**src/hdl/dwl_pkg.sv**
```systemverilog
package dwl_pkg;
  // Core clock and derived delays
  localparam int unsigned CLK_MHZ  = 100;
  localparam int unsigned TWLO_NS  = 9;
  localparam int unsigned TWLO_RAW = TWLO_NS * CLK_MHZ / 1000;
  localparam int unsigned TWLO_CYC = (TWLO_RAW < 1) ? 1 : TWLO_RAW;
  localparam logic [4:0]  TMOD_CK  = 5'h0C;  // Mode register delay, CK cycles

  // APB register map
  localparam logic [11:0] CTRL_ADDR = 12'h000;
  localparam logic [11:0] STAT_ADDR = 12'h004;
  localparam logic [11:0] MR1_ADDR  = 12'h008;
  localparam logic [11:0] MR3_ADDR  = 12'h00C;

  // Control register fields
  localparam int unsigned CTRL_FB_ALL = 0;
  localparam int unsigned CTRL_COPY   = 1;
  localparam int unsigned CTRL_RL_LSB = 4;
  localparam logic [7:0]  CTRL_RST    = 8'h60;  // Read latency 6

  // Status register fields
  localparam int unsigned ST_WL   = 0;
  localparam int unsigned ST_QOFF = 1;
  localparam int unsigned ST_MPR  = 2;
  localparam int unsigned ST_ODT  = 3;
  localparam int unsigned ST_FB0  = 4;
  localparam int unsigned ST_FB1  = 5;
  localparam int unsigned ST_ILL  = 6;
  localparam int unsigned ST_BUSY = 7;

  // Mode register bit positions and bank codes
  localparam int unsigned MR1_WL   = 7;
  localparam int unsigned MR1_QOFF = 12;
  localparam int unsigned MR3_MPR  = 2;
  localparam int unsigned ADDR_BC  = 12;
  localparam logic [2:0]  BA_MR0   = 3'h0;
  localparam logic [2:0]  BA_MR1   = 3'h1;
  localparam logic [2:0]  BA_MR3   = 3'h3;
  localparam logic [1:0]  BL_FIX8  = 2'h0;
  localparam logic [1:0]  BL_OTF   = 2'h1;
  localparam logic [1:0]  BL_BC4   = 2'h2;
  localparam logic [1:0]  LOC_PAT  = 2'h0;
  localparam logic [3:0]  BEATS8   = 4'h8;
  localparam logic [3:0]  BEATS4   = 4'h4;

  // Command codes {ras_n, cas_n, we_n}
  localparam logic [2:0] CMD_MRS = 3'h0;
  localparam logic [2:0] CMD_RD  = 3'h5;
  localparam logic [2:0] CMD_NOP = 3'h7;

  typedef enum logic [1:0] {
    DWL_IDLE  = 2'h0,
    DWL_WAIT  = 2'h1,
    DWL_BURST = 2'h3
  } dwl_state_t;
endpackage : dwl_pkg

```
**src/hdl/dwl_training.sv**
```systemverilog
`timescale 1ns/1ns
// How it works
// (RULE1) MR1 write with A7 high enters leveling, A7 low leaves it.
// (RULE2) MR1 A12 high disables data outputs, low enables them.
// (RULE3) In leveling, ODT switches strobe termination only; data termination off.
// (RULE4) Controller uses RZQ/2, /4 or /6 termination when outputs enabled.
// (RULE5) Controller issues only NOP/deselect or MR1 writes while leveling.
// (RULE6) Exiting MR1 write may also change A12, A9, A6, A5, A2, A1.
// (RULE7) Controller levels one rank, disabling outputs of all others.
// (RULE8) ODT is accepted only after the mode register delay from entry.
// (RULE9) Strobe termination is on once ODT is accepted and asserted.
// (RULE10) Controller sends one rising strobe edge after low time.
// (RULE11) Each rising strobe edge samples CK; level appears on data lines.
// (RULE12) Feedback on one prime bit or all bits; others held low.
// (RULE13) Each byte lane has its own strobe and its own feedback.
// (RULE14) Controller steps strobe delay and locks on 0 to 1 change.
// (RULE15) After exit, data lines float until the mode register delay ends.
// (RULE16) Controller waits mode register delay after exit before commands.
// (RULE17) MR3 A2 high enables the calibration register.
// (RULE18) Calibration mode redirects reads; MR3 A[1:0] picks location.
// (RULE19) Only reads allowed in calibration mode; others flagged. Code also lets MRS and NOP through unflagged.
// (RULE20) Read with auto precharge acts as a plain read there.
// (RULE21) Calibration bit on lane bit 0; bits 7:1 copy or zero.
// (RULE22) Column A2 picks nibble order for chopped bursts; BL8 fixed.
// (RULE23) Normal read latency applies; other address bits ignored.
// (RULE24) Location 00 gives pattern 0,1,0,1; other locations read zero.
// (RULE25) Controller waits recovery time after last calibration read.
// (RULE26) Captured CK level holds until next strobe edge or exit.
module dwl_training
  import dwl_pkg::*;
(
  input  wire logic        ref_clk,
  input  wire logic        rst_n,
  input  wire logic        psel,
  input  wire logic        penable,
  input  wire logic        pwrite,
  input  wire logic [11:0] paddr,
  input  wire logic [31:0] pwdata,
  output logic      [31:0] prdata,
  output logic             pready,
  output logic             pslverr,
  input  wire logic        ck,
  input  wire logic        cs_n,
  input  wire logic        ras_n,
  input  wire logic        cas_n,
  input  wire logic        we_n,
  input  wire logic [2:0]  ba,
  input  wire logic [13:0] addr,
  input  wire logic        odt,
  input  wire logic        lower_lane_strobe_pair,
  input  wire logic        upper_lane_strobe_pair,
  output logic      [7:0]  lower_byte_data_lines,
  output logic             lower_byte_data_oe,
  output logic      [7:0]  upper_byte_data_lines,
  output logic             upper_byte_data_oe,
  output logic      [1:0]  strobe_term_on,
  output logic             data_term_on
);
  import dwl_pkg::*;

  logic             rst_m;
  logic             rst_s_n;
  logic [24:0]      pins_s;
  logic             ck_s;
  logic             ck_d;
  logic             odt_s;
  logic [1:0]       strb_s;
  logic [1:0]       strb_d;
  logic [2:0]       cmd_s;
  logic             cs_s_n;
  logic [2:0]       ba_s;
  logic [13:0]      addr_s;
  logic             ck_rise;
  logic             ck_edge;
  logic             cmd_mrs;
  logic             cmd_rd;
  logic [13:0]      mr1;
  logic [13:0]      mr3;
  logic [1:0]       mr0_bl;
  logic             wl_mode;
  logic             mpr_en;
  logic [4:0]       mod_cnt;
  logic             mod_busy;
  logic [7:0]       ctrl;
  logic             ill_cmd;
  logic [1:0]       fb;
  logic [1:0]       fb_seen;
  logic [1:0]       fb_out;
  logic [7:0]       dq_q [2];
  logic [1:0]       dq_oe;
  dwl_state_t       state;
  logic [3:0]       rl_cnt;
  logic [2:0]       beat;
  logic [3:0]       beats_left;
  logic             mpr_bit;
  logic             chop;
  logic             wr_en;
  logic             stat_hit;

  // Reset release through two flops
  always_ff @(posedge ref_clk or negedge rst_n) begin
    if (!rst_n) begin
      rst_m   <= 1'b0;
      rst_s_n <= 1'b0;
    end else begin
      rst_m   <= 1'b1;
      rst_s_n <= rst_m;
    end
  end

  // All DRAM pins come from the controller's domain
  dwl_sync #(.W(25)) u_sync (
    .ref_clk (ref_clk),
    .rst_n   (rst_s_n),
    .d       ({ck, odt, upper_lane_strobe_pair, lower_lane_strobe_pair,
                cs_n, ras_n, cas_n, we_n, ba, addr}),
    .q       (pins_s)
  );

  assign {ck_s, odt_s, strb_s, cs_s_n, cmd_s, ba_s, addr_s} = pins_s;

  // Edge history; CK is slow so one flop is plenty
  always_ff @(posedge ref_clk or negedge rst_s_n) begin
    if (!rst_s_n) begin
      ck_d   <= 1'b0;
      strb_d <= 2'h0;
    end else begin
      ck_d   <= ck_s;
      strb_d <= strb_s;
    end
  end

  assign ck_rise = ck_s & ~ck_d;
  assign ck_edge = ck_s ^ ck_d;
  // Commands settle long before CK rises, so the synced copy is safe
  assign cmd_mrs = ck_rise & ~cs_s_n & (cmd_s == CMD_MRS);
  assign cmd_rd  = ck_rise & ~cs_s_n & (cmd_s == CMD_RD);  // A10 ignored [RULE20]
  assign wl_mode = mr1[MR1_WL];
  assign mpr_en  = mr3[MR3_MPR];

  // Mode registers; exit write keeps every field it carries [RULE6]
  always_ff @(posedge ref_clk or negedge rst_s_n) begin
    if (!rst_s_n) begin
      mr1    <= '0;
      mr3    <= '0;
      mr0_bl <= BL_FIX8;
    end else if (cmd_mrs) begin
      if (ba_s == BA_MR1) begin
        mr1 <= addr_s;  // A7 enters or leaves, A12 gates outputs [RULE1] [RULE2]
      end
      if (ba_s == BA_MR3) begin
        mr3 <= addr_s;  // Banks assumed idle by the controller [RULE17] [RULE18]
      end
      if (ba_s == BA_MR0) begin
        mr0_bl <= addr_s[1:0];
      end
    end
  end

  // Mode register delay, counted in CK cycles from any MRS except an MR1 write with A7 high while leveling
  always_ff @(posedge ref_clk or negedge rst_s_n) begin
    if (!rst_s_n) begin
      mod_cnt <= '0;
    end else if (cmd_mrs && !(wl_mode && ba_s == BA_MR1 && addr_s[MR1_WL])) begin
      mod_cnt <= TMOD_CK;  // Output toggles keep ODT accepted [RULE8] [RULE15]
    end else if (ck_rise && mod_busy) begin
      mod_cnt <= mod_cnt - 5'h01;
    end
  end

  assign mod_busy = (mod_cnt != 5'h00);

  // Termination; in leveling ODT ignored until the delay has run [RULE8] [RULE9]
  always_ff @(posedge ref_clk or negedge rst_s_n) begin
    if (!rst_s_n) begin
      strobe_term_on <= 2'h0;
      data_term_on   <= 1'b0;
    end else begin
      strobe_term_on <= {2{odt_s & (~wl_mode | ~mod_busy)}};
      data_term_on   <= odt_s & ~wl_mode;  // Off in leveling [RULE3]
    end
  end

  // Commands other than reads, MRS or NOP while calibrating are flagged
  assign wr_en    = psel & penable & pwrite;
  assign stat_hit = wr_en & (paddr == STAT_ADDR);
  always_ff @(posedge ref_clk or negedge rst_s_n) begin
    if (!rst_s_n) begin
      ill_cmd <= 1'b0;
    end else if (ck_rise && !cs_s_n && mpr_en && cmd_s != CMD_RD
                 && cmd_s != CMD_MRS && cmd_s != CMD_NOP) begin
      ill_cmd <= 1'b1;  // Set beats a same-cycle clear [RULE19]
    end else if (stat_hit && pwdata[ST_ILL]) begin
      ill_cmd <= 1'b0;
    end
  end

  // Chop from MR0 or on the fly through A12
  assign chop = (mr0_bl == BL_BC4) | ((mr0_bl == BL_OTF) & ~addr_s[ADDR_BC]);

  // Calibration read sequencer; reads while busy are dropped
  always_ff @(posedge ref_clk or negedge rst_s_n) begin
    if (!rst_s_n) begin
      state      <= DWL_IDLE;
      rl_cnt     <= '0;
      beat       <= '0;
      beats_left <= '0;
    end else begin
      unique case (state)
        DWL_IDLE: begin
          if (cmd_rd && mpr_en) begin
            state      <= DWL_WAIT;  // [RULE18] [RULE20]
            rl_cnt     <= ctrl[CTRL_RL_LSB +: 4];  // Normal latency [RULE23]
            beat       <= {chop & addr_s[2], 2'h0};  // Nibble order [RULE22]
            beats_left <= chop ? BEATS4 : BEATS8;
          end
        end
        DWL_WAIT: begin
          if (ck_rise) begin
            rl_cnt <= rl_cnt - 4'h1;
            if (rl_cnt <= 4'h1) begin
              state <= DWL_BURST;
            end
          end
        end
        DWL_BURST: begin
          if (ck_edge) begin
            beat       <= beat + 3'h1;
            beats_left <= beats_left - 4'h1;
            if (beats_left == 4'h1) begin
              state <= DWL_IDLE;
            end
          end
        end
      endcase
    end
  end

  // Pattern bit per beat; reserved locations read zero
  always_ff @(posedge ref_clk or negedge rst_s_n) begin
    if (!rst_s_n) begin
      mpr_bit <= 1'b0;
    end else begin
      mpr_bit <= (state == DWL_BURST) & (mr3[1:0] == LOC_PAT) & beat[0];  // [RULE24]
    end
  end

  // One capture and drive path per byte lane [RULE13]
  for (genvar i = 0; i < 2; i++) begin : g_lane
    logic [TWLO_CYC:0] pipe;

    // Catch CK on strobe rise, hold until next rise or exit [RULE11] [RULE26]
    always_ff @(posedge ref_clk or negedge rst_s_n) begin
      if (!rst_s_n) begin
        fb[i]      <= 1'b0;
        fb_seen[i] <= 1'b0;
      end else if (!wl_mode) begin
        fb[i]      <= 1'b0;
        fb_seen[i] <= 1'b0;
      end else if (strb_s[i] && !strb_d[i]) begin
        fb[i]      <= ck_s;
        fb_seen[i] <= 1'b1;
      end
    end

    // Output delay of the feedback, no read strobe involved
    always_ff @(posedge ref_clk or negedge rst_s_n) begin
      if (!rst_s_n) begin
        pipe <= '0;
      end else begin
        pipe <= {pipe[TWLO_CYC-1:0], fb[i]};  // [RULE11]
      end
    end

    assign fb_out[i] = pipe[TWLO_CYC];

    // Lane drive: leveling feedback or calibration data
    always_ff @(posedge ref_clk or negedge rst_s_n) begin
      if (!rst_s_n) begin
        dq_q[i]  <= 8'h00;
        dq_oe[i] <= 1'b0;
      end else if (wl_mode) begin
        dq_oe[i] <= ~mr1[MR1_QOFF];  // [RULE2]
        dq_q[i]  <= ctrl[CTRL_FB_ALL] ? {8{fb_out[i]}}
                                      : {7'h00, fb_out[i]};  // [RULE12]
      end else if (state == DWL_BURST) begin
        dq_oe[i] <= ~mr1[MR1_QOFF];
        dq_q[i]  <= ctrl[CTRL_COPY] ? {8{mpr_bit}}
                                    : {7'h00, mpr_bit};  // [RULE21]
      end else begin
        dq_oe[i] <= 1'b0;  // Floats after exit until delay ends [RULE15]
        dq_q[i]  <= 8'h00;
      end
    end
  end

  assign lower_byte_data_lines = dq_q[0];
  assign upper_byte_data_lines = dq_q[1];
  assign lower_byte_data_oe    = dq_oe[0];
  assign upper_byte_data_oe    = dq_oe[1];

  // Control register
  always_ff @(posedge ref_clk or negedge rst_s_n) begin
    if (!rst_s_n) begin
      ctrl <= CTRL_RST;
    end else if (wr_en && paddr == CTRL_ADDR) begin
      ctrl <= pwdata[7:0];
    end
  end

  // Read data is latched in the setup phase, so no wait states
  always_ff @(posedge ref_clk or negedge rst_s_n) begin
    if (!rst_s_n) begin
      prdata <= '0;
    end else if (psel && !penable) begin
      unique case (paddr)
        CTRL_ADDR: prdata <= {24'h000000, ctrl};
        STAT_ADDR: prdata <= {24'h000000, state != DWL_IDLE, ill_cmd, fb_out,
                              wl_mode & ~mod_busy, mpr_en, mr1[MR1_QOFF], wl_mode};
        MR1_ADDR:  prdata <= {18'h00000, mr1};
        MR3_ADDR:  prdata <= {18'h00000, mr3};
        default:   prdata <= '0;
      endcase
    end
  end

  assign pready  = 1'b1;
  assign pslverr = psel & penable & (paddr != CTRL_ADDR) & (paddr != STAT_ADDR)
                   & (paddr != MR1_ADDR) & (paddr != MR3_ADDR);

  a_wl_enter: assert property (@(posedge ref_clk) disable iff (!rst_s_n)  // [RULE1]
    cmd_mrs && ba_s == BA_MR1 |=> wl_mode == $past(addr_s[MR1_WL]))
    else $error("leveling mode did not follow MR1 A7");

  a_qoff_oe: assert property (@(posedge ref_clk) disable iff (!rst_s_n)  // [RULE2]
    mr1[MR1_QOFF] |=> !dq_oe[0] && !dq_oe[1])
    else $error("outputs driven while disabled");

  a_dq_term: assert property (@(posedge ref_clk) disable iff (!rst_s_n)  // [RULE3]
    wl_mode && $past(wl_mode) |-> !data_term_on)
    else $error("data termination on in leveling");

  a_odt_wait: assert property (@(posedge ref_clk) disable iff (!rst_s_n)  // [RULE8] [RULE9]
    wl_mode && mod_busy ##1 wl_mode |-> strobe_term_on == 2'h0)
    else $error("ODT honoured before mode delay");

  a_fb_hold: assert property (@(posedge ref_clk) disable iff (!rst_s_n)  // [RULE11] [RULE26]
    wl_mode && strb_s[0] && !strb_d[0] ##1 wl_mode && !(strb_s[0] && !strb_d[0])
    |=> fb[0] == $past(ck_s, 2))
    else $error("captured CK level lost");

  a_lane_split: assert property (@(posedge ref_clk) disable iff (!rst_s_n)  // [RULE13]
    wl_mode && !(strb_s[1] && !strb_d[1]) && $past(wl_mode) |=> $stable(fb[1]))
    else $error("upper feedback moved without its strobe");

  a_prime_low: assert property (@(posedge ref_clk) disable iff (!rst_s_n)  // [RULE12]
    $past(wl_mode) && !$past(ctrl[CTRL_FB_ALL]) |-> dq_q[0][7:1] == 7'h00)
    else $error("non-prime bits not low");

  a_mpr_start: assert property (@(posedge ref_clk) disable iff (!rst_s_n)  // [RULE18]
    state == DWL_IDLE && cmd_rd && mpr_en |=> state == DWL_WAIT ##[1:200] state == DWL_BURST)
    else $error("calibration read not served");

  a_mpr_data: assert property (@(posedge ref_clk) disable iff (!rst_s_n)  // [RULE24]
    state == DWL_BURST && mr3[1:0] == LOC_PAT |=> mpr_bit == $past(beat[0]))
    else $error("calibration pattern wrong");

  a_copy_bits: assert property (@(posedge ref_clk) disable iff (!rst_s_n)  // [RULE21]
    !wl_mode && state == DWL_BURST && ctrl[CTRL_COPY] |=> dq_q[1] == {8{$past(mpr_bit)}})
    else $error("copy bits differ from bit 0");
endmodule : dwl_training

```
**src/hdl/dwl_sync.sv**
```systemverilog
`timescale 1ns/1ns
module dwl_sync #(
  parameter int unsigned W = 1
) (
  input  wire logic         ref_clk,
  input  wire logic         rst_n,
  input  wire logic [W-1:0] d,
  output logic      [W-1:0] q
);
  logic [W-1:0] meta;

  // Two stages; the first is read by the second only
  always_ff @(posedge ref_clk or negedge rst_n) begin
    if (!rst_n) begin
      meta <= '0;
      q    <= '0;
    end else begin
      meta <= d;
      q    <= meta;
    end
  end
endmodule : dwl_sync

```
**config.mk**
```make
export PLATFORM = sky130hd
export DESIGN_NAME = dwl_training
export DESIGN_NICKNAME = d
export VERILOG_FILES = /design/src/hdl/dwl_pkg.sv /design/src/hdl/dwl_training.sv /design/src/hdl/dwl_sync.sv
export SDC_FILE = /design/constraint.sdc
export NUM_CORES = 1
export LEC_CHECK = 0
export BUFFER_PORTS_ARGS = -buffer_cell sky130_fd_sc_hd__buf_2
export CAP_MARGIN = 30
export CORE_MARGIN = 2
export CORE_UTILIZATION = 40
export CTS_CLUSTER_DIAMETER = 100
export DETAILED_ROUTE_END_ITERATION = 10
export GPL_ROUTABILITY_DRIVEN = 0
export REMOVE_ABC_BUFFERS = 1
export SLEW_MARGIN = 0
export SYNTH_ARGS = -nofsm -noshare
export SYNTH_HDL_FRONTEND = slang
export SYNTH_SLANG_ARGS = --single-unit
```
**constraint.sdc**
```tcl
create_clock -name ref_clk -period 5.9 [get_ports ref_clk]
set_input_delay 0.59 -clock ref_clk [delete_from_list [all_inputs] [get_ports ref_clk]]
set_output_delay 0.59 -clock ref_clk [all_outputs]
set_load 0.05 [all_outputs]
```
==> results of run 1 <==
## state kept, by name (all words and copies together), names as in the netlist, 4 cells and up
register / cells
u_sync.meta: 25
mod_cnt: 5
g_lane.pipe: 4
mr3: 14
u_sync.q: 25
rl_cnt: 4
beats_left: 4
mr1: 14
ctrl: 8
prdata: 14
## critical path: stages (launching register included)
cell,delay (ns)
dfrtp_1,0.39
ha_1,0.40
and2b_2,0.26
nand2_4,0.07
nor3_4,0.69
mux2_2,0.42
## layout make-up
class,instances,area [sq um]
Fill cell,1204,6780
Timing Repair Buffer,88,458
Tap cell,176,220
Clock buffer,19,453
Inverter,16,60.1
Clock inverter,13,166
Multi-Input combinational cell,231,1750
Sequential cell,138,3460
## logic make-up after synthesis
family,Yosys count
flops,138
compound gates,42
fa+ha+maj,6
xor+xnor,2
buf+inv,60
other cells,2
mux,57
simple gates,104
## worst min-delay path by stage
stage | start | end | slack (ns)
after floorplan | rst_n | rst_m | 0.29
after global placement | u_sync.meta[13] | u_sync.q[13] | 0.33
after detailed placement | u_sync.meta[0] | u_sync.q[0] | 0.33
after CTS | addr[7] | u_sync.meta[7] | 0.26
after global routing | addr[9] | u_sync.meta[9] | 0.26
final | addr[7] | u_sync.meta[7] | 0.28
## per-layer routing
metal  vias up  wire length (um)  GRT usage (%)
li1       1524                 -              -
met1      1595              4850           20.5
met2       107              4720           23.4
met3        10               530           4.84
met4         0               136           5.39
met5         -                 0              0
## per-stage QoR
stage	instances	utilization, %	area [sq um]	hold slack, ns	power [W]
after floorplan	385	-	5270	0.294	0.00115
after global placement	647	44.4	5930	0.333	0.00120
after detailed placement	648	44.5	5940	0.335	0.00121
after CTS	681	49.2	6570	0.265	0.00230
after global routing	681	49.2	6570	0.257	0.00238
final	681	49.2	6570	0.278	0.00228
## power groups by stage
stage	Sequential, W	Clock (W)	Combinational [W]
2_1_floorplan	0.00105	0	0.0000984
3_3_place_gp	0.00105	0	0.000148
3_5_place_dp	0.00105	0	0.000154
4_1_cts	0.00104	0.00111	0.000156
5_1_grt	0.00104	0.00116	0.000170
6_report	0.00103	0.00109	0.000154
## repair_timing
| action | CTS | global route |
|---|---|---|
| endpoints found under the hold margin | 2 | 0 |
| gates resized for setup | 0 | 0 |
| hold buffers | 1 | 0 |
## cell usage after synthesis (all sizes together) (3+ instances only)
master	count	area, sq um
nor2b	5	31.3
nand2b	8	50.1
nor3b	4	30.0
nand3b	4	30.0
nand2	37	146
nand4	4	31.3
nor4	6	50.0
nand3	5	25.0
mux2	38	435
mux4	6	135
mux2i	13	130
clkbuf	4	15.0
nor2	11	48.8
a21oi	4	23.8
buf	40	292
o21ai	21	105
dfrtp	136	3400
a31oi	3	18.8
nor3	4	42.5
ha	6	75.1
nor4b	3	26.3
inv	16	60.1
==> metrics.yaml, run 1 <==
floorplan:
  design.die.area_sq_um: 14700
  initial_core_util_pct: 41.3
  num_rows: 42
  die_w_um: 121
  core_area_sq_um: 13300
  ios: 129
  die_h_um: 121
pwr:
  p_leak_nw: 3.23
  power.switching_w: 0.000532
  p_int_w: 0.00174
  peakVddDrop_mv: 0.222
  switching_share_pct: 23.4
  power_density_nw_per_um2: 346
  power.share.clock_pct: 47.8
  pwr-share-comb_pct: 6.8
  power_frac_seq_pct: 45.5
synth:
  yosysUniqueCellTypes: 61
  synth_area_sq_um: 5510
  ys_warn_count: 0
  synth_top_family_by_area: "multiplexers"
  synth-compound-area-share_pct: 4.81
  seq_area_frac_synth_pct: 62.7
  synth-xor-area-share_pct: 0.318
  syn_avg_cell_area_sq_um: 13.4
  async_flop_share_pct: 100
  synthFlopType: "dfrtp_1"
  synth_enable_flop_cells: 0
  yosys.area_share.simple_pct: 11.3
  netlist_instances: 411
  synth_seq_cells: 138
  synth_mux_area_share_pct: 12.7
  yosys.area_share.adder_pct: 1.36
global_route:
  grt_usage_pct: 15.2
  antenna_found_initial: 0
  grt_max_degree: 74
  grt.overflow.total: 0
  grt_first_pass_wirelength_um: 16800
  grt_pass1_vias: 3299
route:
  drtPass1Iterations: 4
  drc: 0
  wl_per_cell_um: 15.0
  drtIter0Drc: 264
  routed_wl_um: 10200
  vias: 3236
  vias_per_cell: 4.75
  postRouteAntennaNets: 0
sta:
  min_period_ns: 2.35
  maxSlewHeadroom_pct: 35.7
  setup_viol_count_final: 0
  period_share_pct: 39.9
  fmax_mhz: 425
  setup_slack_ns: 3.55
  rsz0062_at_grt: "false"
  tightest_slew_ns: 0.951
  final.setup_skew_ns: 0.00859
  fin_setup_tns_ns: 0
  hold_viol_final: 0
  maxSlewViolCount: 0
layout:
  area_delta_synth_final_pct: 19.3
  layout_commonest_cell: "dfrtp_1"
  antennaDiodeCount: 0
  nets: 572
  layout_common_cells: "135 x dfrtp_1, 85 x buf_2, 36 x nand2_1, 28 x mux2_2, 20 x conb_1"
  drive_gt1_share_pct: 34.5
worst_setup_path:
  crit_arrival_ns: 2.64
  cp-start-kind: "register"
  rr_worst_depth: 5
  critPathRequiredTime_ns: 6.19
  r2r_setup_slack_ns: 3.55
  reg2reg_to: "mr3[0]"
  cp_max_fo: 14
  cp-endpoint: "mr3[0]"
  rr_startpoint: "u_sync.q[24]"
  crit_type: "register to register"
  worstSetupStartpoint: "u_sync.q[24]"
  critPathCaptureType: "register"
cts:
  cts_tree: "done"
  h-tree-depth: 4
  numCtsBuffers: 17
  clk_path_buf_depth: 2
  clk_pin_slew_ns: 0.06
  clkLatencyLatePin_ns: 0.41
  cts_root_buf: "clkbuf_16"
  cts.sinks: 138
  cts_setup_buffers: 0
placed_design:
  place_hpwl_um: 7050
  port_buffers: 85
  post-place-ws_ns: 3.52
min_path:
  worst_hold_path.num_cells: 1
  hp-class: "input pin to register"
run_status:
  status: "completed"
flow_run:
  max-cap-violations: 0
Note: power is estimated with default switching activity, not from simulation.
==> run 2, diff against run 1 <==
==> constraint.sdc (replaced) <==
create_clock -name ref_clk -period 2.4 [get_ports ref_clk]
set_input_delay 0.24 -clock ref_clk [delete_from_list [all_inputs] [get_ports ref_clk]]
set_output_delay 0.24 -clock ref_clk [all_outputs]
set_load 0.05 [all_outputs]
==> run 2 against run 1 <==
  * Critical path depth rose by 1
  * First-iteration DRC count fell by 53%
  * Largest cell class unchanged
  * Largest power group unchanged
  * Sequential power is 140% higher
  * Combinational power rose to 2.8 times the previous value
  * Routed wire length increased by 1.3%
  * Die area did not move
==> metrics.yaml, run 2 (same netlist as run 1, synthesis figures left out) <==
run_status:
  status: "completed"
worst_setup_path:
  critPathSlowestCell: "dfrtp_1"
  rr_worst_depth: 6
  crit_type: "register to register"
  cp_max_fo: 14
  crit_arrival_ns: 2.32
  worstSetupStartpoint: "u_sync.q[24]"
  max_stage_delay_ns: 0.39
  critPathRequiredTime_ns: 2.70
  cp-start-kind: "register"
  rr_startpoint: "u_sync.q[24]"
  worstPathCellList: "ha_1 > and2b_2 > nand2_4 > nor3_4 > buf_4 > mux2_2"
  critPathCaptureType: "register"
layout:
  drive_gt1_share_pct: 33.2
  layout_common_cells: "135 x dfrtp_1, 85 x buf_2, 36 x nand2_1, 28 x mux2_2, 26 x dlygate4sd3_1"
  area_delta_synth_final_pct: 24.6
  layout_commonest_cell: "dfrtp_1"
  top_regs: "u_sync.meta x25, u_sync.q x25"
  nFillCells: 1201
  antennaDiodeCount: 0
  nets: 601
cts:
  cts.sinks: 138
  postCtsResizedCells: 0
  cts_tree: "done"
  clkLatencyLatePin_ns: 0.42
  cts_root_buf: "clkbuf_16"
  cts_hold_buf: 26
  cts_setup_buffers: 0
  clk_pin_slew_ns: 0.06
  numCtsBuffers: 17
  h-tree-depth: 4
  clk_path_buf_depth: 2
pwr:
  pwr-share-comb_pct: 7.6
  power.switching_w: 0.00129
  power.share.clock_pct: 48.0
  power_frac_seq_pct: 44.4
  power_w: 0.00569
  p_leak_nw: 3.36
  switching_share_pct: 22.6
  peakVddDrop_mv: 0.505
  power_density_nw_per_um2: 829
  p_int_w: 0.00441
floorplan:
  num_rows: 42
  die_h_um: 121
  core_area_sq_um: 13300
  ios: 129
  initial_core_util_pct: 41.3
  die_w_um: 121
  design.die.area_sq_um: 14700
sta:
  maxSlewHeadroom_pct: 58.7
  period_share_pct: 84.2
  maxSlewViolCount: 0
  rsz0062_at_grt: "false"
  tightest_slew_ns: 0.619
  final.setup_skew_ns: 0.00688
  hold_slack_ns: 0.0410
  fmax_mhz: 495
  hold_viol_final: 0
  setup_viol_count_final: 0
  min_period_ns: 2.02
min_path:
  min-delay-start: "pwdata[7]"
  worst_hold_path.num_cells: 2
  hp-class: "input pin to register"
global_route:
  grt_max_degree: 88
  grt.overflow.total: 0
  antenna_found_initial: 0
  grt_first_pass_wirelength_um: 17000
  grt_pass1_vias: 3338
  grt_usage_pct: 15.5
route:
  drtIter0Drc: 125
  drtPass1Iterations: 4
  routed_wl_um: 10400
  vias_per_cell: 4.82
  drc: 0
  wl_per_cell_um: 14.6
  vias: 3416
  postRouteAntennaNets: 0
placed_design:
  place_hpwl_um: 6980
  port_buffers: 85
flow_run:
  max-cap-violations: 0
run 2: changes by cell type in the layout (fill, tap and decap cells not counted):
cell | previous run | this run
dlygate4sd3_1 | 1 | 26
buf_4 | 1 | 5
clkinv_4 | 3 | 0
clkinv_2 | 2 | 4
buf_12 | 0 | 1
buf_8 | 1 | 0
bufinv_16 | 3 | 4
inv_6 | 2 | 1
run 2: power by group through the flow:
stage | combinational [W] | clock (W) | sequential, W
after floorplan | 0.000242 | 0 | 0.00259
after global placement | 0.000394 | 0 | 0.00256
after detailed placement | 0.000407 | 0 | 0.00256
after CTS | 0.000440 | 0.00278 | 0.00252
after global routing | 0.000486 | 0.00289 | 0.00254
final | 0.000435 | 0.00273 | 0.00252
run 2: through the flow:
stage / instance area (sq um) / instances / TNS [ns] / util, % / setup slack [ns]
floorplan: 5270 / 385 / -235.62 / - / -1.73
global placement: 5980 / 652 / 0 / 44.8 / 0.423
detailed placement: 5980 / 652 / 0 / 44.8 / 0.381
CTS: 6860 / 709 / 0 / 51.4 / 0.365
global route: 6860 / 709 / 0 / 51.4 / 0.219
finish: 6860 / 709 / 0 / 51.4 / 0.378
run 2: final cells by class:
class	count	area (sq um)	area share [%]
clock buffers	19	453	6.60
inverters	16	60.1	0.875
flip-flops and latches	138	3460	50.4
clock inverters	12	171	2.50
repair buffers	117	743	10.8
well taps	176	220	3.21
multi-input cells	231	1750	25.6
run 2: worst max-delay path: cells and delay by family (launching register included):
kind                     cells  cell delay (ns)
flip-flops                   1             0.39
buffers and inverters        1             0.27
adder cells (fa/ha/maj)      1             0.39
AND/OR/NAND/NOR              3             0.48
multiplexers                 1             0.36
run 2: path summary, 6_finish.rpt:
path                                          end  slack [ns]
worst max-delay path                       mr3[9]        0.38
worst min-delay path                      ctrl[7]        0.04
worst max register to register             mr3[9]        0.38
worst min register to register       u_sync.q[23]        0.34
max in group asynchronous       g_lane[1].pipe[1]        1.57
min in group asynchronous                 rst_s_n        0.13
run 2: metal layers:
layer | global-route usage [%] | routed length (um) | up-vias
li1 | - | - | 1588
met5 | 0 | 0 | -
met4 | 5.39 | 89 | 0
met2 | 24.4 | 4960 | 122
met3 | 5.45 | 712 | 4
met1 | 20.0 | 4610 | 1702
==> run 3, diff against run 2 <==
--- a/config.mk
+++ b/config.mk
@@ -5,6 +5,7 @@
 export SDC_FILE = /design/constraint.sdc
 export NUM_CORES = 1
 export LEC_CHECK = 0
+export ABC_AREA = 1
 export BUFFER_PORTS_ARGS = -buffer_cell sky130_fd_sc_hd__buf_2
 export CAP_MARGIN = 30
 export CORE_MARGIN = 2
==> constraint.sdc (replaced) <==
create_clock -name ref_clk -period 2.1 [get_ports ref_clk]
set_input_delay 0.21 -clock ref_clk [delete_from_list [all_inputs] [get_ports ref_clk]]
set_output_delay 0.21 -clock ref_clk [all_outputs]
set_load 0.05 [all_outputs]
==> run 3 against run 2 <==
  * Sequential cell count is the same
  * Synthesized cell count grew 38%
  * Critical path type unchanged
  * Cell count grew 23%
  * Routed wire length grew 8.0%
  * Cell area grew 0.13%
  * Setup slack lost 0.036 ns
  * Register-to-register slack lost 0.04 ns
  * Die area grew 0.82%
  * Global-route usage grew 1.1 points
==> metrics.yaml, run 3 <==
cts:
  numCtsBuffers: 17
  h-tree-depth: 4
  cts_tree: "done"
  clk_path_buf_depth: 2
  clk_pin_slew_ns: 0.05
  cts_root_buf: "clkbuf_16"
  cts.sinks: 138
  postCtsResizedCells: 0
  clkLatencyLatePin_ns: 0.42
floorplan:
  ios: 129
  die_w_um: 122
  initial_core_util_pct: 40.5
  design.die.area_sq_um: 14800
  core_area_sq_um: 13700
  die_h_um: 122
  num_rows: 43
sta:
  tightest_slew_ns: 0.626
  hold_viol_final: 0
  maxSlewViolCount: 0
  period_share_pct: 83.7
  setup_viol_count_final: 0
  maxSlewHeadroom_pct: 58.2
  final.setup_skew_ns: 0.0115
  fin_setup_tns_ns: 0
  rsz0062_at_grt: "false"
  min_period_ns: 1.76
  fmax_mhz: 569
route:
  drtIter0Drc: 213
  top_layer: "met4"
  met2_length_um: 5470
  routed_wl_um: 11200
  wl_met3_um: 449
  drtPass1Iterations: 4
  vias: 4025
  routedLengthMet1_um: 5120
  wl_per_cell_um: 12.9
  vias_per_cell: 4.63
  drc: 0
  postRouteAntennaNets: 0
placed_design:
  port_buffers: 85
  placed_area_sq_um: 6050
  place_hpwl_um: 7580
worst_setup_path:
  rr_startpoint: "u_sync.q[24]"
  cp-endpoint: "mr3[0]"
  crit_buf_inv: 0
  cp_top_family: "simple AND/OR/NAND/NOR gates"
  crit_cells: 5
  reg2reg_to: "mr3[0]"
  worstPathCellList: "ha_1 > nand2_1 > nor2_4 > nand4_4 > o21ai_0"
  max_stage_delay_ns: 0.39
  critPathRequiredTime_ns: 2.42
  r2r_setup_slack_ns: 0.34
  worstSetupStartpoint: "u_sync.q[24]"
  cp_max_fo: 28
  crit_type: "register to register"
  rr_worst_depth: 5
  cp-start-kind: "register"
  critPathCaptureType: "register"
  critPathSlowestCell: "dfrtp_1"
  crit_arrival_ns: 2.07
pwr:
  power_density_nw_per_um2: 890
  peakVddDrop_mv: 0.561
  power_frac_seq_pct: 47.4
  power.share.clock_pct: 44.5
  pwr-share-comb_pct: 8.1
  p_int_w: 0.00471
  p_leak_nw: 3.56
  power.switching_w: 0.00140
  switching_share_pct: 23.0
global_route:
  grt_pass1_vias: 4049
  grt.overflow.total: 0
  grt_max_degree: 47
  antenna_found_initial: 0
  grt_first_pass_wirelength_um: 19000
  grt_usage_pct: 16.7
layout:
  layout_commonest_cell: "nand2_1"
  final_cell_area_sq_um: 6870
  top_regs: "u_sync.meta x25, u_sync.q x25"
  area_delta_synth_final_pct: 23.7
  drive_gt1_share_pct: 19.9
  nets: 759
  layout_common_cells: "142 x nand2_1, 135 x dfrtp_1, 85 x buf_2, 54 x nand3_1, 49 x inv_1"
  antennaDiodeCount: 0
synth:
  synth_area_sq_um: 5560
  syn_avg_cell_area_sq_um: 9.80
  synthFlopType: "dfrtp_1"
  yosysUniqueCellTypes: 31
  yosys.area.top_type_share_pct: 61.3
  synthTopCellsByArea: "dfrtp_1 61%, nand2_1 9.6%, nand3_1 4.9%"
  synth_top_cells_by_count: "142 x nand2_1, 136 x dfrtp_1, 54 x nand3_1"
  seq_area_frac_synth_pct: 62.2
  synth_enable_flop_cells: 0
  ys_warn_count: 0
  yosysMostFrequentCell: "nand2_1"
  netlist_instances: 567
  async_flop_share_pct: 100
  synth_seq_cells: 138
  yosys.area.top_type: "dfrtp_1"
flow_run:
  max-cap-violations: 0
min_path:
  hp-class: "input pin to register"
run_status:
  status: "completed"
[run 3: cell families (layout without fill, tap and decap cells)]
| kind of cell | after synthesis | in the layout | synth area share, % |
|---|---|---|---|
| AOI/OAI and AO/OA | 81 | 81 | 7.68 |
| xor gates and xnor gates | 1 | 1 | 0.158 |
| adders and majority gates | 6 | 6 | 1.35 |
| buffers and inverters | 96 | 201 | 9.03 |
| DFF | 138 | 138 | 62.2 |
| other | 2 | 20 | 0.135 |
| and+or+nand+nor | 243 | 243 | 19.4 |
[run 3: power groups by stage]
stage          logic [W]  clock network, W  registers (W)
6_report        0.000493           0.00272        0.00290
5_1_grt         0.000555           0.00292        0.00292
4_1_cts         0.000496           0.00279        0.00290
3_5_place_dp    0.000455                 0        0.00294
3_3_place_gp    0.000437                 0        0.00294
2_1_floorplan   0.000265                 0        0.00297
[run 3: stage by stage]
step | power (W) | setup slack [ns] | cells | utilization (%) | hold WS [ns]
after floorplan | 0.00323 | -2.03 | 539 | - | -0.0856
after global placement | 0.00337 | 0.397 | 812 | 44.1 | -0.00544
after detailed placement | 0.00340 | 0.309 | 812 | 44.1 | 0.00243
after CTS | 0.00619 | 0.312 | 870 | 50.1 | 0.0000717
after global routing | 0.00639 | 0.109 | 870 | 50.1 | 0.0264
final | 0.00612 | 0.342 | 870 | 50.1 | 0.0151
[run 3: layout make-up]
| class | count | area (sq um) |
|---|---|---|
| sequential | 138 | 3460 |
| clock inverter | 2 | 35.0 |
| timing repair buffer | 121 | 791 |
| clock buffer | 28 | 507 |
| fill | 1302 | 6850 |
| tap | 180 | 225 |
| inverter | 50 | 188 |
| multi-input combinational | 351 | 1670 |
[run 3: repair_timing]
item / in CTS / in global routing
hold buffers: 28 / 0
buffers inserted: 0 / 0
endpoints found under the setup margin: 0 / 0
endpoints found under the hold margin: 29 / 0
[run 3: worst min path at each step]
stage              start       to  slack, ns  cells after the start
3_3_place_gp       rst_n    rst_m     -0.005                      1
2_1_floorplan      rst_n    rst_m      -0.09                      0
3_5_place_dp       rst_n  rst_s_n      0.002                      1
5_1_grt        pwdata[4]  ctrl[4]       0.03                      3
6_report       pwdata[2]  ctrl[2]       0.02                      3
4_1_cts        pwdata[3]  ctrl[3]    0.00007                      3
[run 3: layer usage]
metal	global-route usage [%]	vias up
met4	6.68	0
met2	27.2	90
met5	0	-
met1	21.1	1916
li1	-	2005
met3	4.59	14
[run 3: worst register-to-register path, cell delays in order, from the launching register on]
cell	delay [ns]
dfrtp_1	0.39
ha_1	0.26
nand2_1	0.12
nor2_4	0.20
nand4_4	0.36
o21ai_0	0.34
